--- src/verilog/csle_pkg.sv ---
// Purpose: shared constants and types for the channel status LED encoder
// Assumes: 100 MHz clk, 32-bit register port with byte addresses
// Notes: all offsets, field positions, resets and timing counts live here
package csle_pkg;
  // channel count and register port widths
  localparam int NCH = 8;
  localparam int AW = 8;
  localparam int DW = 32;
  // register byte offsets
  localparam logic [7:0] ADDR_CTRL = 8'h00;
  localparam logic [7:0] ADDR_CHCFG = 8'h04;
  localparam logic [7:0] ADDR_LIVE = 8'h08;
  localparam logic [7:0] ADDR_HELD = 8'h0C;
  localparam logic [7:0] ADDR_PAT = 8'h10;
  localparam logic [7:0] ADDR_IRQST = 8'h14;
  localparam logic [7:0] ADDR_IRQMSK = 8'h18;
  // control register bits
  localparam int CTRL_RUN_BIT = 0;
  localparam int CTRL_ARST_BIT = 1;
  localparam int CTRL_SINGLE_BIT = 2;
  // byte lanes of the per-channel groups
  localparam int GRP0_LSB = 0;
  localparam int GRP1_LSB = 8;
  localparam int GRP2_LSB = 16;
  localparam int GRP3_LSB = 24;
  localparam int PAT_W = 3;
  // reset values
  localparam logic [2:0] CTRL_RST = 3'h0;
  localparam logic [7:0] GRP_RST = 8'h00;
  // timing: 1 ms tick, blink half periods in ms
  localparam longint CLK_HZ = 100_000_000;
  localparam int TICK_US = 1000;
  localparam int TICK_CYC = int'((CLK_HZ / 1_000_000) * TICK_US);
  localparam int FAST_HALF_MS = 125;
  localparam int SLOW_HALF_MS = 500;
  // indicator patterns, listed from highest to lowest priority
  typedef enum logic [2:0] {
    PAT_OFF, PAT_BLINK, PAT_SLOW, PAT_RED, PAT_YELLOW, PAT_GREEN
  } csle_pat_t;
endpackage : csle_pkg

--- src/verilog/csle_blink_gen.sv ---
// Purpose: blink phase generator shared by all channels
// Assumes: one clock, 1 ms enable pulse from a divider
// Notes: phases are common so all blinking channels stay in step
`timescale 1ns/1ps
module csle_blink_gen import csle_pkg::*; #(
  parameter int TICK_CYCLES = TICK_CYC // cycles per 1 ms tick
) (
  input wire logic clk, // system clock
  input wire logic reset_n, // async reset, active low
  output logic fastPhase, // fast blink phase
  output logic slowPhase // slow blink phase, about 1 Hz
);
  logic [31:0] tickCnt_r; // divider for the ms tick
  logic tickEn; // one-cycle ms enable
  logic [15:0] fastCnt_r; // ms within fast half period
  logic [15:0] slowCnt_r; // ms within slow half period

  assign tickEn = (tickCnt_r == 32'(TICK_CYCLES - 1));

  // ms divider
  always_ff @(posedge clk or negedge reset_n) begin
    if (!reset_n) tickCnt_r <= 32'h0;
    else if (tickEn) tickCnt_r <= 32'h0;
    else tickCnt_r <= tickCnt_r + 32'h1;
  end

  // fast phase toggles every fast half period
  always_ff @(posedge clk or negedge reset_n) begin
    if (!reset_n) begin
      fastCnt_r <= 16'h0;
      fastPhase <= 1'b0;
    end else if (tickEn) begin
      if (fastCnt_r == 16'(FAST_HALF_MS - 1)) begin
        fastCnt_r <= 16'h0;
        fastPhase <= ~fastPhase;
      end else fastCnt_r <= fastCnt_r + 16'h1;
    end
  end

  // slow phase toggles every slow half period
  always_ff @(posedge clk or negedge reset_n) begin
    if (!reset_n) begin
      slowCnt_r <= 16'h0;
      slowPhase <= 1'b0;
    end else if (tickEn) begin
      if (slowCnt_r == 16'(SLOW_HALF_MS - 1)) begin
        slowCnt_r <= 16'h0;
        slowPhase <= ~slowPhase;
      end else slowCnt_r <= slowCnt_r + 16'h1;
    end
  end
endmodule : csle_blink_gen

--- src/verilog/csle_chan_enc.sv ---
// Purpose: one channel's alarm latches and priority pattern encoder
// Assumes: condition inputs synchronous to clk
// Notes: outputs registered, one cycle after the conditions
`timescale 1ns/1ps
module csle_chan_enc import csle_pkg::*; (
  input wire logic clk, // system clock
  input wire logic reset_n, // async reset, active low
  input wire logic run, // card configuration running
  input wire logic singleMode, // single-channel processing
  input wire logic configured, // channel configured
  input wire logic invalid, // input outside validity limits
  input wire logic inhibit, // channel inhibit active
  input wire logic dangerLive, // danger crossing present
  input wire logic alertLive, // alert crossing present
  input wire logic dangerLatMode, // danger alarm latched mode
  input wire logic alertLatMode, // alert alarm latched mode
  input wire logic alarmReset, // one-cycle latch clear
  input wire logic fastPhase, // fast blink phase
  input wire logic slowPhase, // slow blink phase
  output logic dangerHeld, // danger latch state
  output logic alertHeld, // alert latch state
  output csle_pat_t pattern, // selected pattern
  output logic red, // red LED drive
  output logic green // green LED drive
);
  csle_pat_t patNxt; // combinational pattern choice
  logic dangerShow; // danger live or held
  logic alertShow; // alert live or held
  logic dangerPrev_r; // danger live last cycle
  logic alertPrev_r; // alert live last cycle

  // previous live samples, so only a fresh crossing latches
  always_ff @(posedge clk or negedge reset_n) begin
    if (!reset_n) begin
      dangerPrev_r <= 1'b0;
      alertPrev_r <= 1'b0;
    end else begin
      dangerPrev_r <= dangerLive;
      alertPrev_r <= alertLive;
    end
  end

  // latch per level, set by a new crossing
  // reset clears; a crossing still present shows live only
  // a fresh onset in the reset cycle still wins over the clear
  always_ff @(posedge clk or negedge reset_n) begin
    if (!reset_n) dangerHeld <= 1'b0;
    else if (dangerLive && !dangerPrev_r && dangerLatMode) dangerHeld <= 1'b1;
    else if (alarmReset || !dangerLatMode) dangerHeld <= 1'b0;
  end

  // alert latch, same policy
  always_ff @(posedge clk or negedge reset_n) begin
    if (!reset_n) alertHeld <= 1'b0;
    else if (alertLive && !alertPrev_r && alertLatMode) alertHeld <= 1'b1;
    else if (alarmReset || !alertLatMode) alertHeld <= 1'b0;
  end

  // held or live crossing shows
  assign dangerShow = dangerLive | dangerHeld;
  assign alertShow = alertLive | alertHeld;

  // fixed priority encoder
  always_comb begin
    // off beats all
    if (!configured || !run) patNxt = PAT_OFF;
    // invalid input blinks
    else if (invalid) patNxt = PAT_BLINK;
    // inhibit slow blink
    else if (singleMode && inhibit) patNxt = PAT_SLOW;
    // danger red in single mode
    else if (singleMode && dangerShow) patNxt = PAT_RED;
    // alert yellow; multi-mode danger also blocks green
    else if (alertShow || dangerShow) patNxt = PAT_YELLOW;
    // green only when clean
    else patNxt = PAT_GREEN;
  end

  // registered pattern and LED drive
  always_ff @(posedge clk or negedge reset_n) begin
    if (!reset_n) begin
      pattern <= PAT_OFF;
      red <= 1'b0;
      green <= 1'b0;
    end else begin
      pattern <= patNxt;
      unique case (patNxt)
        PAT_OFF: begin red <= 1'b0; green <= 1'b0; end
        PAT_BLINK: begin red <= 1'b0; green <= fastPhase; end
        PAT_SLOW: begin red <= 1'b0; green <= slowPhase; end
        PAT_RED: begin red <= 1'b1; green <= 1'b0; end
        PAT_YELLOW: begin red <= 1'b1; green <= 1'b1; end
        PAT_GREEN: begin red <= 1'b0; green <= 1'b1; end
      endcase
    end
  end
endmodule : csle_chan_enc

--- src/verilog/csle_top.sv ---
// Purpose: eight-channel status LED encoder with register port and irq
// Assumes: single 100 MHz clock, inputs synchronous, async low reset
// Notes: yellow is shown as red and green lit together
//
// Overview of operation
// one independent indicator per channel
// priority: off, blink, slow, red, yellow, green
// off if unconfigured or not running
// fast green blink on invalid input
// slow green blink on inhibit, single mode
// live danger lights red, single mode
// latched danger red until reset, single mode
// live alert lights yellow
// latched alert yellow until reset
// green only when configured, valid, alarm free
// each level selectable latched or not
// reset pulse clears all alarm latches; a latch whose fresh onset falls in the reset cycle is set instead
`timescale 1ns/1ps
module csle_top import csle_pkg::*; #(
  parameter int TICK_CYCLES = TICK_CYC // cycles per 1 ms tick
) (
  input wire logic clk, // system clock, 100 MHz
  input wire logic reset_n, // async reset, active low
  input wire logic [AW-1:0] addr, // register byte address
  input wire logic [DW-1:0] wrData, // register write data
  input wire logic wrEn, // write strobe, one cycle
  input wire logic rdEn, // read strobe, one cycle
  output logic [DW-1:0] rdData, // read data, cycle after rdEn
  input wire logic [NCH-1:0] chInvalid, // input beyond validity limits
  input wire logic [NCH-1:0] chInhibit, // inhibit function active
  input wire logic [NCH-1:0] chDanger, // danger crossing present
  input wire logic [NCH-1:0] chAlert, // alert crossing present
  input wire logic alarmResetIn, // external alarm reset pulse
  output logic [NCH-1:0] ledRed, // red element per channel
  output logic [NCH-1:0] ledGreen, // green element per channel
  output logic irq // level interrupt, active high
);

  // control state written by software
  logic runCfg_r; // card configuration running
  logic singleCfg_r; // single-channel processing mode
  logic [NCH-1:0] confCfg_r; // channel configured
  logic [NCH-1:0] dLatCfg_r; // danger latched mode
  logic [NCH-1:0] aLatCfg_r; // alert latched mode

  // interrupt state
  logic [NCH-1:0] stDanger_r; // sticky danger onset
  logic [NCH-1:0] stAlert_r; // sticky alert onset
  logic [NCH-1:0] stInvalid_r; // sticky invalid onset
  logic [NCH-1:0] mskDanger_r; // danger enable mask
  logic [NCH-1:0] mskAlert_r; // alert enable mask
  logic [NCH-1:0] mskInvalid_r; // invalid enable mask

  // previous values for onset detection
  logic [NCH-1:0] prevDanger_r; // danger last cycle
  logic [NCH-1:0] prevAlert_r; // alert last cycle
  logic [NCH-1:0] prevInvalid_r; // invalid last cycle

  // decoded strobes
  logic wrCtrl; // write to control
  logic wrChcfg; // write to channel config
  logic wrIrqSt; // write-one-clear to status
  logic wrIrqMsk; // write to mask
  logic alarmReset; // merged one-cycle latch clear

  // event pulses
  logic [NCH-1:0] evDanger; // danger rising edge
  logic [NCH-1:0] evAlert; // alert rising edge
  logic [NCH-1:0] evInvalid; // invalid rising edge

  // per-channel results from the encoders
  logic [NCH-1:0] dangerHeld; // danger latches
  logic [NCH-1:0] alertHeld; // alert latches
  csle_pat_t chPat [NCH]; // pattern per channel
  logic [NCH*PAT_W-1:0] patFlat; // patterns packed for readback

  // blink phases shared by all channels
  logic fastPhase; // fast blink phase
  logic slowPhase; // slow blink phase

  // read path
  logic [DW-1:0] rdNxt; // read data chosen this cycle

  // address decode; writes never stall
  assign wrCtrl = wrEn && (addr == ADDR_CTRL);
  assign wrChcfg = wrEn && (addr == ADDR_CHCFG);
  assign wrIrqSt = wrEn && (addr == ADDR_IRQST);
  assign wrIrqMsk = wrEn && (addr == ADDR_IRQMSK);

  // alarm reset from software bit or the pin
  // the control bit is self-clearing, so it is a pulse, never a level
  assign alarmReset = alarmResetIn || (wrCtrl && wrData[CTRL_ARST_BIT]);

  // control register: run and processing mode
  always_ff @(posedge clk or negedge reset_n) begin
    if (!reset_n) begin
      runCfg_r <= CTRL_RST[CTRL_RUN_BIT];
      singleCfg_r <= CTRL_RST[CTRL_SINGLE_BIT];
    end else if (wrCtrl) begin
      runCfg_r <= wrData[CTRL_RUN_BIT];
      singleCfg_r <= wrData[CTRL_SINGLE_BIT];
    end
  end

  // channel configuration register
  // latched mode chosen per level, per channel
  always_ff @(posedge clk or negedge reset_n) begin
    if (!reset_n) begin
      confCfg_r <= GRP_RST;
      dLatCfg_r <= GRP_RST;
      aLatCfg_r <= GRP_RST;
    end else if (wrChcfg) begin
      confCfg_r <= wrData[GRP0_LSB +: NCH];
      dLatCfg_r <= wrData[GRP1_LSB +: NCH];
      aLatCfg_r <= wrData[GRP2_LSB +: NCH];
    end
  end

  // mask register, same layout as status
  always_ff @(posedge clk or negedge reset_n) begin
    if (!reset_n) begin
      mskDanger_r <= GRP_RST;
      mskAlert_r <= GRP_RST;
      mskInvalid_r <= GRP_RST;
    end else if (wrIrqMsk) begin
      mskDanger_r <= wrData[GRP0_LSB +: NCH];
      mskAlert_r <= wrData[GRP1_LSB +: NCH];
      mskInvalid_r <= wrData[GRP2_LSB +: NCH];
    end
  end

  // previous samples for onset edges
  always_ff @(posedge clk or negedge reset_n) begin
    if (!reset_n) begin
      prevDanger_r <= GRP_RST;
      prevAlert_r <= GRP_RST;
      prevInvalid_r <= GRP_RST;
    end else begin
      prevDanger_r <= chDanger;
      prevAlert_r <= chAlert;
      prevInvalid_r <= chInvalid;
    end
  end

  // onset pulses; only configured channels raise events,
  // otherwise an idle channel with floating inputs would spam irq
  assign evDanger = chDanger & ~prevDanger_r & confCfg_r;
  assign evAlert = chAlert & ~prevAlert_r & confCfg_r;
  assign evInvalid = chInvalid & ~prevInvalid_r & confCfg_r;

  // sticky status, write one to clear; a new event wins the clear
  always_ff @(posedge clk or negedge reset_n) begin
    if (!reset_n) begin
      stDanger_r <= GRP_RST;
      stAlert_r <= GRP_RST;
      stInvalid_r <= GRP_RST;
    end else begin
      stDanger_r <= evDanger |
        (stDanger_r & ~({NCH{wrIrqSt}} & wrData[GRP0_LSB +: NCH]));
      stAlert_r <= evAlert |
        (stAlert_r & ~({NCH{wrIrqSt}} & wrData[GRP1_LSB +: NCH]));
      stInvalid_r <= evInvalid |
        (stInvalid_r & ~({NCH{wrIrqSt}} & wrData[GRP2_LSB +: NCH]));
    end
  end

  // interrupt line, registered so it is glitch free at the pin
  always_ff @(posedge clk or negedge reset_n) begin
    if (!reset_n) irq <= 1'b0;
    else irq <= |{stDanger_r & mskDanger_r,
                  stAlert_r & mskAlert_r,
                  stInvalid_r & mskInvalid_r};
  end

  // shared blink phase generator
  csle_blink_gen #(
    .TICK_CYCLES(TICK_CYCLES)
  ) u_blink (
    .clk(clk),
    .reset_n(reset_n),
    .fastPhase(fastPhase),
    .slowPhase(slowPhase)
  );

  // one encoder per channel, fed only its own conditions
  for (genvar ch = 0; ch < NCH; ch++) begin : g_chan
    csle_chan_enc u_enc (
      .clk(clk),
      .reset_n(reset_n),
      .run(runCfg_r),
      .singleMode(singleCfg_r),
      .configured(confCfg_r[ch]),
      .invalid(chInvalid[ch]),
      .inhibit(chInhibit[ch]),
      .dangerLive(chDanger[ch]),
      .alertLive(chAlert[ch]),
      .dangerLatMode(dLatCfg_r[ch]),
      .alertLatMode(aLatCfg_r[ch]),
      .alarmReset(alarmReset),
      .fastPhase(fastPhase),
      .slowPhase(slowPhase),
      .dangerHeld(dangerHeld[ch]),
      .alertHeld(alertHeld[ch]),
      .pattern(chPat[ch]),
      .red(ledRed[ch]),
      .green(ledGreen[ch])
    );
    // pack pattern codes, channel 0 in the low bits
    assign patFlat[ch*PAT_W +: PAT_W] = chPat[ch];
  end

  // read mux; unmapped addresses read zero
  always_comb begin
    rdNxt = 32'h0;
    unique case (addr)
      ADDR_CTRL: begin
        // alarm reset bit always reads zero
        rdNxt[CTRL_RUN_BIT] = runCfg_r;
        rdNxt[CTRL_SINGLE_BIT] = singleCfg_r;
      end
      ADDR_CHCFG: begin
        rdNxt[GRP0_LSB +: NCH] = confCfg_r;
        rdNxt[GRP1_LSB +: NCH] = dLatCfg_r;
        rdNxt[GRP2_LSB +: NCH] = aLatCfg_r;
      end
      ADDR_LIVE: begin
        // raw condition inputs as seen now
        rdNxt[GRP0_LSB +: NCH] = chInvalid;
        rdNxt[GRP1_LSB +: NCH] = chDanger;
        rdNxt[GRP2_LSB +: NCH] = chAlert;
        rdNxt[GRP3_LSB +: NCH] = chInhibit;
      end
      ADDR_HELD: begin
        rdNxt[GRP0_LSB +: NCH] = dangerHeld;
        rdNxt[GRP1_LSB +: NCH] = alertHeld;
      end
      ADDR_PAT: begin
        rdNxt[NCH*PAT_W-1:0] = patFlat;
      end
      ADDR_IRQST: begin
        rdNxt[GRP0_LSB +: NCH] = stDanger_r;
        rdNxt[GRP1_LSB +: NCH] = stAlert_r;
        rdNxt[GRP2_LSB +: NCH] = stInvalid_r;
      end
      ADDR_IRQMSK: begin
        rdNxt[GRP0_LSB +: NCH] = mskDanger_r;
        rdNxt[GRP1_LSB +: NCH] = mskAlert_r;
        rdNxt[GRP2_LSB +: NCH] = mskInvalid_r;
      end
      default: begin
        // any other address answers zero
        rdNxt = 32'h0;
      end
    endcase
  end

  // read data stands only in the cycle after the strobe
  // status reads have no side effect; clearing is by write only
  always_ff @(posedge clk or negedge reset_n) begin
    if (!reset_n) rdData <= 32'h0;
    else if (rdEn) rdData <= rdNxt;
    else rdData <= 32'h0;
  end

endmodule : csle_top

--- config.mk ---
export PLATFORM = sky130hd
export DESIGN_NAME = csle_top
export DESIGN_NICKNAME = d
export VERILOG_FILES = /design/src/verilog/csle_pkg.sv /design/src/verilog/csle_blink_gen.sv /design/src/verilog/csle_chan_enc.sv /design/src/verilog/csle_top.sv
export SDC_FILE = /design/constraint.sdc
export NUM_CORES = 1
export LEC_CHECK = 0
export BUFFER_PORTS_ARGS = -buffer_cell sky130_fd_sc_hd__buf_2
export CELL_PAD_IN_SITES_DETAIL_PLACEMENT = 2
export CELL_PAD_IN_SITES_GLOBAL_PLACEMENT = 2
export CORE_ASPECT_RATIO = 0.8
export CORE_MARGIN = 1.5
export CORE_UTILIZATION = 42
export DETAILED_ROUTE_END_ITERATION = 12
export PLACE_DENSITY_LB_ADDON = 0.1
export SYNTH_ARGS = -nofsm -noshare
export SYNTH_HDL_FRONTEND = slang
export SYNTH_SLANG_ARGS = --single-unit
--- constraint.sdc ---
create_clock -name clk -period 4.1 [get_ports clk]
set_input_delay 0.82 -clock clk [delete_from_list [all_inputs] [get_ports clk]]
set_output_delay 0.82 -clock clk [all_outputs]
set_load 0.1 [all_outputs]
* Word level (Yosys, flattened, before mapping)
Cells that the tools add are included.
** Storage, ports and cells
- Register bits :: 269
- Output and inout bits :: 49
- Logic and storage cells :: 456
** Operators by class
- $add $sub $neg :: 3
- Equal/unequal tests :: 49
- Multiplexer cells :: 98
- Bitwise logic cells :: 42
- Reductions and logical operators :: 187
** Operators by type and width (count)
- bitwise AND 8 bit :: 15
- two-way mux 3 bit :: 32
- case mux 13 bit (6 select lines) :: 1
- two-way mux 32 bit :: 2
- logical AND 1 bit :: 53
- == test 3 x 2 -> 1 bit (second input constant) :: 16
- == test 3 bit (second input constant) :: 16
- inverter 8 bit :: 6
- OR reduction 2 bit :: 24
- logical NOT 1 bit :: 41
- two-way mux 1 bit :: 40
- case mux 8 bit (5 select lines) :: 1
- logical OR 1 bit :: 33
- adder 16 x 1 -> 16 bit (second input constant) :: 2
- adder 32 x 1 -> 32 bit (second input constant) :: 1
- == test 32 x 17 -> 1 bit (second input constant) :: 1
- two-way mux 16 bit :: 2
- case mux 1 bit (4 select lines) :: 8
- nonzero test 2 bit :: 16
- OR reduction 4 bit :: 8
- == test 3 x 1 -> 1 bit (second input constant) :: 8
- == test 8 x 5 -> 1 bit (second input constant) :: 3
- logical NOT 3 bit :: 8
- OR 8 bit :: 3
- other kinds (13) :: 39

* Depth between registers and ports, before layout
Gate-level depths: netlist of run 1.
- Depth after elaboration :: 10
- Gate-level depth with buffers :: 8
- Gate-level depth less buffers :: 7

* Hierarchy
Synthesis of run 1 repeated with hierarchy kept, for this count alone.
** Unflattened totals
- Cell total of the unflattened synthesis :: 1079
- Area total of the unflattened synthesis :: 12348.1 um2
** By module, submodules not included
- csle_top :: instances 1, cells each 478, area an instance 5824.3 um2, seq. area each 3278.1 um2
- csle_blink_gen :: instances 1, cells each 345, area an instance 3621.0 um2, seq. area each 1651.6 um2
- csle_chan_enc :: instances 8, cells each 32, area an instance 362.8 um2, seq. area each 225.2 um2

* Least setup slack after synthesis of run 1
No wires, ideal clock.
- Path type :: in2reg
- From :: input port addr[3]
- To :: register rdData[1]
- Library setup time :: 136 ps
- Arrival time :: 2077 ps
- Data required time :: 3964 ps
- Slack :: 1887 ps
- Stages on the path :: 5
- Buffers on the path :: 2
- Cell sequence :: buf_2 -> clkbuf_1 -> mux2_2 -> a222oi_1 -> a21oi_1
** On the way
- Word-level cells in the longest chain between the ends :: 3
** RTL lines
- start: declaration :: RTL line csle_top.sv:24 : input wire logic [AW-1:0] addr,
- == test 8 x 5 -> 1 bit, or another cell as far along :: RTL line csle_top.sv:215 : unique case (addr)
- case mux 1 bit (6 select lines) * :: RTL line csle_top.sv:215
- two-way mux 32 bit * :: RTL line csle_top.sv:261 : else if (rdEn) rdData <= rdNxt;
- end signal: assignment :: RTL line csle_top.sv:261
- end: declaration :: RTL line csle_top.sv:28 : output logic [DW-1:0] rdData,
Every way passes the cells marked *; elsewhere a longest branch is shown, timed or not.
A chain may end at the register's enable or synchronous reset.

* Final worst setup path of run 1
- From :: register u_blink.tickCnt_r[5]
- To :: register u_blink.fastCnt_r[7]
** On the way
- Word-level cells in the longest chain between the ends :: 1
** RTL lines
- start: declaration :: RTL line csle_blink_gen.sv:13 : logic [31:0] tickCnt_r;
- start signal: assignment :: RTL line csle_blink_gen.sv:24 : else tickCnt_r <= tickCnt_r + 32'h1;
- == test 32 x 17 -> 1 bit :: RTL line csle_blink_gen.sv:18 : assign tickEn = (tickCnt_r == 32'(TICK_CYCLES - 1));
- end signal: assignment :: RTL line csle_blink_gen.sv:36 : end else fastCnt_r <= fastCnt_r + 16'h1;
- end: declaration :: RTL line csle_blink_gen.sv:15 : logic [15:0] fastCnt_r;
No other way between the ends.

==> flow_metrics.tcl, run 1 <==
set metrics [dict create \
    outcome "finished, final reports clean" \
    routabilityCongestion 0.813 \
    synth_area_um2 11500 \
    synth_cell_types 66 \
    ys_async_sr_fraction_pct 100 \
    antenna_found_initial 4 \
    drt-initial-drc-count 505 \
    cts_tree "built" \
    clockBufferDepth 3 \
    period_share_pct 61.9 \
    post_cts_buffers 0 \
    num_rows 54 \
    slew_violations 0 \
    max_slew_margin_pct 44.8 \
    synth_top_flop_cell "dfrtp_1" \
    worstMarginPinSlew_ns 0.827 \
    cts_sinks 253 \
    hold_path.class "in -> async" \
    fin_total_pwr_mw 5.79 \
    syn_avg_cell_area_um2 11.5 \
    critPathMaxFanout 17 \
    routed_wl_um 37100 \
    grt-ovfl-total 0 \
    finalSetupViolCount 0 \
    synthCells 1007 \
    worstPathCellList "nor4_1 -> and3_2 -> and3_1 -> buf_4 -> nand2_1 -> o31ai_1" \
    track_usage_pct 26.6 \
    viasPerCell 5.79 \
    ir_drop_uv 281 \
    dieArea_um2 28500 \
    drc 0 \
    dp_slack_ns 1.15 \
    skew_ns 0.0149 \
    dp_hpwl_um 25900 \
    die_w_um 188 \
    crit_path_start_kind "register" \
    numPortBuffers 117 \
    core-area_um2 27200 \
    ctsResizeCount 0 \
    seq_area_frac_synth_pct 54.8 \
    cp.arrival_ns 2.98 \
    yosysWarnings 0 \
    wl_per_cell_um 24.6 \
    ys_seq_elements 253 \
    r2r_slack_ns 1.56 \
    numCtsBuffers 28 \
    maxCapViolCount 0 \
    start_util_pct 42.5 \
    power_density_nw_per_um2 431 \
    cp.required_ns 4.54 \
    cts-hold-fix-buffers 0 \
    critPathSlowestCell "and3_1" \
    grt_pass1_wl_um 57600 \
    grt_max_degree 90 \
    grt_pass1_vias 9458 \
    cts_root_buffer "clkbuf_16" \
    htreeDepth 1 \
    timing.setup.tns_ns 0 \
    drive_gt1_share_pct 25.0 \
    die_h_um 151 \
    leakage_nw 6.30 \
    vias 8737 \
    max_freq_mhz 394 \
    crit_path_max_incr_delay_ns 0.61 \
    setup_ws_ns 1.56 \
    clk_latency_ns 0.55 \
    synth_edf_count 0 \
    ant_nets 0 \
    path_clk_slew_ns 0.06 \
    area_delta_synth_final_pct 16.2 \
    synth_nets 1088 \
    fin_crit_ns 2.54 \
    dr.pass1.iters 6 \
    end_kind "register" \
    ios 126 \
    rsz0062_at_grt "no" \
    criticalPathCategory "reg -> reg" \
    layout.nets 1203 \
    whs_ns 0.286 \
    finalHoldViolations 0 \
]
## area by class of cell
cell class	instances	area, um^2
diodes	2	5.00
clock buffers	40	837
clock inverters	12	126
fillers	2777	13700
inverters	15	56.3
multi-input cells	685	4820
flip-flops and latches	253	6330
well taps	364	455
repair buffers	139	786
## power breakdown
part	switching (mW)	internal, mW	leakage [nW]
sequential	0.115	2.60	3.43
combinational	0.277	0.177	2.39
clock	1.06	1.55	0.479
## cell usage after synthesis (4+ instances only)
library cell,count,share of area [%]
xor2_1,12,0.91
o31ai_1,8,0.52
o31a_1,4,0.30
nand2_1,80,2.6
a222oi_1,7,0.61
xnor2_1,36,2.7
and2_1,14,0.76
or4_1,5,0.33
nor3_1,17,0.74
o21ai_1,8,0.35
inv_1,14,0.46
buf_4,17,1.1
nor4_1,9,0.49
nand3_1,24,1.0
a22o_1,33,2.5
nor2_1,63,2.0
a22oi_1,23,1.5
o2bb2ai_1,8,0.61
dfrtp_1,253,55
a221oi_1,13,0.99
nand4_1,20,1.1
nor2b_1,39,2.1
or3_1,5,0.27
o21ai_0,24,1.0
clkbuf_1,15,0.49
and3_1,15,0.81
buf_6,5,0.49
nor3b_1,7,0.46
o22ai_1,8,0.43
ha_1,4,0.43
and4_1,11,0.83
mux2_4,20,2.6
mux2_2,45,4.4
mux2i_1,17,1.5
buf_2,15,0.65
or2_2,6,0.33
a21oi_1,56,2.4
## cell usage in the layout, fill, tap and decap left out, types with 9 or more instances in the layout
cell type | synthesis | routed
dfrtp_1 | 253 | 253
buf_2 | 15 | 116
nand2_1 | 80 | 80
nor2_1 | 63 | 62
a21oi_1 | 56 | 56
mux2_2 | 45 | 45
nor2b_1 | 39 | 39
xnor2_1 | 36 | 36
a22o_1 | 33 | 33
clkbuf_16 | 0 | 29
o21ai_0 | 24 | 24
nand3_1 | 24 | 24
a22oi_1 | 23 | 23
nand4_1 | 20 | 20
mux2_4 | 20 | 20
buf_4 | 17 | 20
mux2i_1 | 17 | 17
nor3_1 | 17 | 16
and3_1 | 15 | 15
inv_1 | 14 | 14
and2_1 | 14 | 14
a221oi_1 | 13 | 13
xor2_1 | 12 | 12
and4_1 | 11 | 11
nor4_1 | 9 | 9
## per-stage QoR
step / instances / instance area (um^2) / util, %
after global placement: 1456 / 12500 / 45.8
after floorplan: 1007 / 11500 / -
final: 1510 / 13400 / 49.4
after global routing: 1508 / 13400 / 49.4
after CTS: 1508 / 13400 / 49.4
after detailed placement: 1456 / 12500 / 45.8
## flip-flops by register name, summed over array words and instances, names as in the netlist, 16 cells and up
| signal | count |
|---|---|
| g_chan.u_enc.pattern | 24 |
| rdData | 32 |
| u_blink.tickCnt_r | 32 |
| u_blink.slowCnt_r | 16 |
| u_blink.fastCnt_r | 16 |
## metal layers
layer | global-route usage [%] | vias up | part of all wire (%)
li1 | - | 3877 | -
met1 | 34.6 | 4577 | 44
met2 | 45.4 | 214 | 48
met3 | 4.96 | 65 | 5.2
met4 | 7.82 | 4 | 2.5
met5 | 0 | - | 0.057
## worst max-delay path, delay by kind of cell (launching register included)
kind | cells | cell delay (ns)
simple gates | 4 | 1.41
flops | 1 | 0.43
buf+inv | 1 | 0.33
compound gates | 1 | 0.26
## path summary, 6_finish.rpt
check                                                    start                                to  cells after the start
worst min-delay path                                   reset_n              rdData[21]$_DFF_PN0_                      1
min in group clk                    prevInvalid_r[6]$_DFF_PN0_          stInvalid_r[6]$_DFF_PN0_                      1
max in group asynchronous                              reset_n        mskDanger_r[5]$_DFFE_PN0P_                      2
worst max-delay path            u_blink.tickCnt_r[5]$_DFF_PN0_  u_blink.fastCnt_r[7]$_DFFE_PN0N_                      6
worst min register to register      prevInvalid_r[6]$_DFF_PN0_          stInvalid_r[6]$_DFF_PN0_                      1
worst max register to register  u_blink.tickCnt_r[5]$_DFF_PN0_  u_blink.fastCnt_r[7]$_DFFE_PN0N_                      6
## kinds of logic (layout without fill, tap and decap cells)
kind of cell,count (synthesis),in the layout,synth area share (%)
and+or+nand+nor,339,339,16.2
DFF,253,253,54.8
AOI/OAI and AO/OA,210,210,12.6
muxes,84,84,8.85
buffers and inverters,69,206,3.46
xor gates and xnor gates,48,48,3.64
adders and majority gates,4,4,0.433
other,0,2,0
(Power assumes the default switching activity.)
==> run 2: changes to the inputs <==
--- a/config.mk
+++ b/config.mk
@@ -10,7 +10,7 @@
 export CELL_PAD_IN_SITES_GLOBAL_PLACEMENT = 2
 export CORE_ASPECT_RATIO = 0.8
 export CORE_MARGIN = 1.5
-export CORE_UTILIZATION = 42
+export CORE_UTILIZATION = 35
 export DETAILED_ROUTE_END_ITERATION = 12
 export PLACE_DENSITY_LB_ADDON = 0.1
 export SYNTH_ARGS = -nofsm -noshare
==> constraint.sdc (replaced) <==
create_clock -name clk -period 2.1 [get_ports clk]
set_input_delay 0.42 -clock clk [delete_from_list [all_inputs] [get_ports clk]]
set_output_delay 0.42 -clock clk [all_outputs]
set_load 0.1 [all_outputs]
==> flow_metrics.tcl, run 2 (same netlist as run 1, synthesis figures left out) <==
set metrics [dict create \
    outcome "finished, final reports clean" \
    grt-ovfl-total 0 \
    area_delta_synth_final_pct 21.1 \
    wl_per_cell_um 23.9 \
    routabilityCongestion 0.830 \
    fin_total_pwr_mw 11.4 \
    die_h_um 165 \
    power_density_nw_per_um2 812 \
    finalSetupViolCount 0 \
    crit_start "u_blink.fastCnt_r[0]$_DFFE_PN0N_" \
    skew_ns 0.0156 \
    dr_wl_met3_um 1640 \
    rr_endpoint "u_blink.fastCnt_r[5]$_DFFE_PN0N_" \
    maxCapViolCount 0 \
    clockBufferDepth 3 \
    final_common_cell "dfrtp_1" \
    start_util_pct 35.6 \
    whs_ns 0.0225 \
    wl_met1_um 18400 \
    p_comb_share_pct 8.2 \
    n_fill_cell 3380 \
    routed_wl_um 38700 \
    grt_pass1_vias 9426 \
    cts_tree "built" \
    rsz0062_at_grt "yes" \
    ios 126 \
    clkPwrFrac_pct 45.1 \
    antenna_found_initial 4 \
    finalHoldViolations 0 \
    cp.required_ns 2.52 \
    path_clk_slew_ns 0.06 \
    slew_violations 0 \
    layout.nets 1253 \
    ant_nets 0 \
    worstMarginPinSlew_ns 0.638 \
    viasPerCell 5.43 \
    netSwitchingFraction_pct 25.1 \
    end_kind "register" \
    drt-initial-drc-count 432 \
    dp.cells 1565 \
    die_w_um 206 \
    p_int_mw 8.50 \
    dp_slack_ns 0.0730 \
    critPathMaxFanout 6 \
    period_share_pct 93.5 \
    fin_cells 1621 \
    hold_path.class "in -> reg" \
    numCtsBuffers 29 \
    core-area_um2 32500 \
    wl_met2_um 17800 \
    htreeDepth 1 \
    power_switching_mw 2.85 \
    dp_hpwl_um 28200 \
    grt_max_degree 58 \
    dr.pass1.iters 7 \
    track_usage_pct 23.2 \
    cp.arrival_ns 2.39 \
    numPortBuffers 117 \
    vias 8810 \
    layout_common_cells "253 x dfrtp_1, 116 x buf_2, 80 x nand2_1" \
    setup_ws_ns 0.138 \
    crit_path_start_kind "register" \
    drc 0 \
    max_slew_margin_pct 57.1 \
    timing.rr.start "u_blink.fastCnt_r[0]$_DFFE_PN0N_" \
    cts_sinks 253 \
    criticalPathCategory "reg -> reg" \
    drive_gt1_share_pct 28.4 \
    r2r_slack_ns 0.14 \
    crit_end "u_blink.fastCnt_r[5]$_DFFE_PN0N_" \
    num_rows 59 \
    fin_crit_ns 1.96 \
    leakage_nw 6.59 \
    top_regs "rdData (32), u_blink.tickCnt_r (32), g_chan.u_enc.pattern (24)" \
    highest_layer "met5" \
    max_freq_mhz 510 \
    timing.setup.tns_ns 0 \
    clk_latency_ns 0.56 \
    cts_root_buffer "clkbuf_16" \
    dieArea_um2 34100 \
    ir_drop_uv 504 \
    seq_power_share_pct 46.7 \
    r2r_cells 8 \
    grt_pass1_wl_um 59100 \
]
==> run 2: how the worst min path moves through the flow <==
stage,to,cells past startpoint,slack (ns),startpoint
finish,prevAlert_r[7]$_DFF_PN0_,1,0.02,chAlert[7]
detailed placement,rdData[26]$_DFF_PN0_,1,0.33,reset_n
global route,prevAlert_r[5]$_DFF_PN0_,1,0.01,chAlert[5]
global placement,rdData[26]$_DFF_PN0_,1,0.34,reset_n
CTS,prevAlert_r[7]$_DFF_PN0_,1,0.003,chAlert[7]
floorplan,aLatCfg_r[0]$_DFFE_PN0P_,0,0.12,reset_n
==> run 2: cell type report <==
type	instances	area, um^2	area share [%]
multi-input combinational	685	4850	34.7
sequential	253	6330	45.3
inverter	15	56.3	0.403
timing repair buffer	188	1240	8.90
clock buffer	40	847	6.06
clock inverter	12	113	0.806
tap	427	534	3.82
antenna	1	2.50	0.0179
==> run 2: repair_timing <==
action                     CTS  global route
hold buffers                 1             0
setup endpoints to repair    0            29
setup buffers                0             2
resized for setup            0             7
hold endpoints to repair    34             0
==> run 2: stage by stage <==
stage,utilization [%],instance area (um^2)
final,43.0,14000
after global placement,39.9,13000
after CTS,42.9,13900
after detailed placement,39.9,13000
after floorplan,-,11500
after global routing,43.0,14000
==> run 2: per-layer routing <==
metal | up-vias | global-route usage, %
li1 | 3985 | -
met1 | 4596 | 33.0
met2 | 177 | 37.3
met3 | 48 | 3.49
met4 | 4 | 5.57
met5 | - | 0
==> run 2: power groups by stage <==
stage | combinational [mW] | sequential (mW) | clock, mW
2_1_floorplan | 0.423 | 5.35 | 0
3_3_place_gp | 0.910 | 5.38 | 0
3_5_place_dp | 0.931 | 5.39 | 0
4_1_cts | 0.939 | 5.30 | 5.26
5_1_grt | 1.01 | 5.32 | 5.44
6_report | 0.926 | 5.31 | 5.12
==> run 2: worst max-delay path, cell delays in order (launching register included) <==
cell,delay [ns]
dfrtp_1,0.39
inv_1,0.09
ha_1,0.14
or4b_4,0.48
nor4b_4,0.22
buf_4,0.19
a21oi_1,0.08
o21ai_0,0.17
o21ai_1,0.09
==> run 3: changes to the inputs <==
--- a/config.mk
+++ b/config.mk
@@ -5,12 +5,13 @@
 export SDC_FILE = /design/constraint.sdc
 export NUM_CORES = 1
 export LEC_CHECK = 0
+export ABC_AREA = 1
 export BUFFER_PORTS_ARGS = -buffer_cell sky130_fd_sc_hd__buf_2
 export CELL_PAD_IN_SITES_DETAIL_PLACEMENT = 2
 export CELL_PAD_IN_SITES_GLOBAL_PLACEMENT = 2
 export CORE_ASPECT_RATIO = 0.8
 export CORE_MARGIN = 1.5
-export CORE_UTILIZATION = 35
+export CORE_UTILIZATION = 38
 export DETAILED_ROUTE_END_ITERATION = 12
 export PLACE_DENSITY_LB_ADDON = 0.1
 export SYNTH_ARGS = -nofsm -noshare
==> constraint.sdc (replaced) <==
create_clock -name clk -period 2.5 [get_ports clk]
set_input_delay 0.5 -clock clk [delete_from_list [all_inputs] [get_ports clk]]
set_output_delay 0.5 -clock clk [all_outputs]
set_load 0.1 [all_outputs]
==> flow_metrics.tcl, run 3 <==
set metrics [dict create \
    path_clk_slew_ns 0.06 \
    cp.arrival_ns 2.61 \
    start_util_pct 38.7 \
    seq_area_frac_synth_pct 50.1 \
    synthCells 1643 \
    drt-initial-drc-count 553 \
    end_kind "register" \
    synth_cell_types 36 \
    finalHoldViolations 0 \
    routabilityCongestion 0.818 \
    dp_hpwl_um 32800 \
    whs_ns 0.0796 \
    finalSetupViolCount 0 \
    critPathSlowestCell "dfrtp_1" \
    cpMostUsedCell "nand2_2" \
    critPathMaxFanout 28 \
    area_delta_synth_final_pct 15.8 \
    slew_violations 0 \
    crit_family "simple AND/OR/NAND/NOR gates" \
    grt_pass1_wl_um 74800 \
    die_h_um 166 \
    cts_tree "built" \
    synth_area_um2 12600 \
    clockBufferDepth 3 \
    routed_wl_um 47100 \
    grt_pass1_vias 13216 \
    yosysTopAreaCell "dfrtp_1" \
    crit_path_max_incr_delay_ns 0.40 \
    drc 0 \
    die_w_um 207 \
    cts_sinks 253 \
    top_regs "rdData (32), u_blink.tickCnt_r (32), g_chan.u_enc.pattern (24)" \
    synth_nets 1724 \
    max_freq_mhz 473 \
    ys_async_sr_fraction_pct 100 \
    yosysMostFrequentCell "nand2_1" \
    timing.setup.tns_ns 0 \
    post_cts_buffers 0 \
    hold_path.class "in -> reg" \
    worstPathCellList "ha_1 -> nand2_2 -> nor2_4 -> nand3_2 -> clkinv_1 -> nand2_2 -> nor2_8 -> nand3_1 -> nand2_1" \
    grt_max_degree 60 \
    power_density_nw_per_um2 630 \
    crit_path_start_kind "register" \
    track_usage_pct 28.1 \
    dieArea_um2 34400 \
    numCtsBuffers 28 \
    final_common_cell "nand2_1" \
    grt-ovfl-total 0 \
    criticalPathCategory "reg -> reg" \
    worstMarginPinSlew_ns 0.683 \
    path_buf_inv 1 \
    ir_drop_uv 450 \
    period_share_pct 84.6 \
    maxCapViolCount 0 \
    leakage_nw 7.51 \
    netlist.area_leader.share_pct 50.1 \
    numPortBuffers 117 \
    antenna_found_initial 4 \
    ios 126 \
    synth_top_flop_cell "dfrtp_1" \
    core-area_um2 32600 \
    vias 11880 \
    rsz0062_at_grt "no" \
    viasPerCell 5.39 \
    skew_ns 0.0129 \
    max_slew_margin_pct 54.3 \
    fin_cells 2203 \
    wl_per_cell_um 21.4 \
    dp.cells 2149 \
    synth_commonest_cells "439 x nand2_1, 253 x dfrtp_1, 242 x nand3_1" \
    syn_avg_cell_area_um2 7.69 \
    outcome "finished, final reports clean" \
    layout.nets 1834 \
    clk_latency_ns 0.57 \
    fin_crit_ns 2.12 \
    htreeDepth 1 \
    dr.pass1.iters 5 \
    synth_edf_count 0 \
    n_fill_cell 3755 \
    layout_common_cells "439 x nand2_1, 253 x dfrtp_1, 240 x nand3_1" \
    cts_root_buffer "clkbuf_16" \
    ant_nets 0 \
    synthTopCellsByArea "dfrtp_1 50%, nand2_1 13%, nand3_1 9.6%, nor2_1 5.8%, inv_1 5.6%" \
    drive_gt1_share_pct 12.2 \
    cp.required_ns 3.00 \
    ys_seq_elements 253 \
    num_rows 59 \
    yosysWarnings 0 \
]
==> run 3: final timing paths <==
kind	startpoint	end	slack, ns	cells after the start
max	u_blink.tickCnt_r[0]$_DFF_PN0_	u_blink.fastCnt_r[1]$_DFFE_PN0N_	0.38	9
min	chDanger[4]	prevDanger_r[4]$_DFF_PN0_	0.08	1
max reg2reg	u_blink.tickCnt_r[0]$_DFF_PN0_	u_blink.fastCnt_r[1]$_DFFE_PN0N_	0.38	9
min reg2reg	prevInvalid_r[7]$_DFF_PN0_	stInvalid_r[7]$_DFF_PN0_	0.41	1
max in group asynchronous	reset_n	mskDanger_r[1]$_DFFE_PN0P_	1.35	3
min in group asynchronous	reset_n	rdData[15]$_DFF_PN0_	0.46	2
==> run 3: cell type report <==
| class | instances | area [um^2] | share of cell area (%) |
|---|---|---|---|
| flip-flops and latches | 253 | 6330 | 43.2 |
| inverters | 193 | 724 | 4.95 |
| multi-input cells | 1129 | 5200 | 35.5 |
| repair buffers | 148 | 931 | 6.36 |
| well taps | 427 | 534 | 3.65 |
| clock buffers | 42 | 855 | 5.84 |
| diodes | 2 | 5.00 | 0.0342 |
| clock inverters | 9 | 57.6 | 0.393 |
==> run 3: kinds of logic (layout without fill, tap and decap cells) <==
kind of cell	Yosys count	after routing	share of synthesized area, %
AO/OA/AOI/OAI	173	173	7.65
XOR/XNOR	33	33	2.29
adder cells (fa/ha/maj)	4	4	0.396
buffers and inverters	261	392	8.90
flip-flops	253	253	50.1
other	0	2	0
AND/OR/NAND/NOR	919	919	30.7
==> run 3: per-layer routing <==
layer	routed length (um)	GRT usage, %
met3	2260	4.75
met5	28	0.429
met1	20500	36.5
met4	1260	7.79
met2	23100	48.0
==> run 3: timing repair <==
item | in CTS | in global routing
hold endpoints to repair | 47 | 0
resized for setup | 0 | 0
hold buffers | 1 | 0
==> run 3: through the flow <==
step	power (mW)	util [%]	setup WS, ns	cell area (um^2)
5_1_grt	9.56	44.9	0.209	14600
2_1_floorplan	4.74	-	0.890	12600
3_5_place_dp	5.13	42.0	0.363	13700
3_3_place_gp	5.09	42.0	0.450	13700
6_report	9.23	44.9	0.385	14600
4_1_cts	9.33	44.9	0.339	14600
==> run 3: report_power, final <==
part / leakage, nW / switching [mW] / internal, mW
clock network: 0.449 / 1.80 / 2.36
registers: 3.43 / 0.157 / 4.27
logic: 3.63 / 0.471 / 0.176
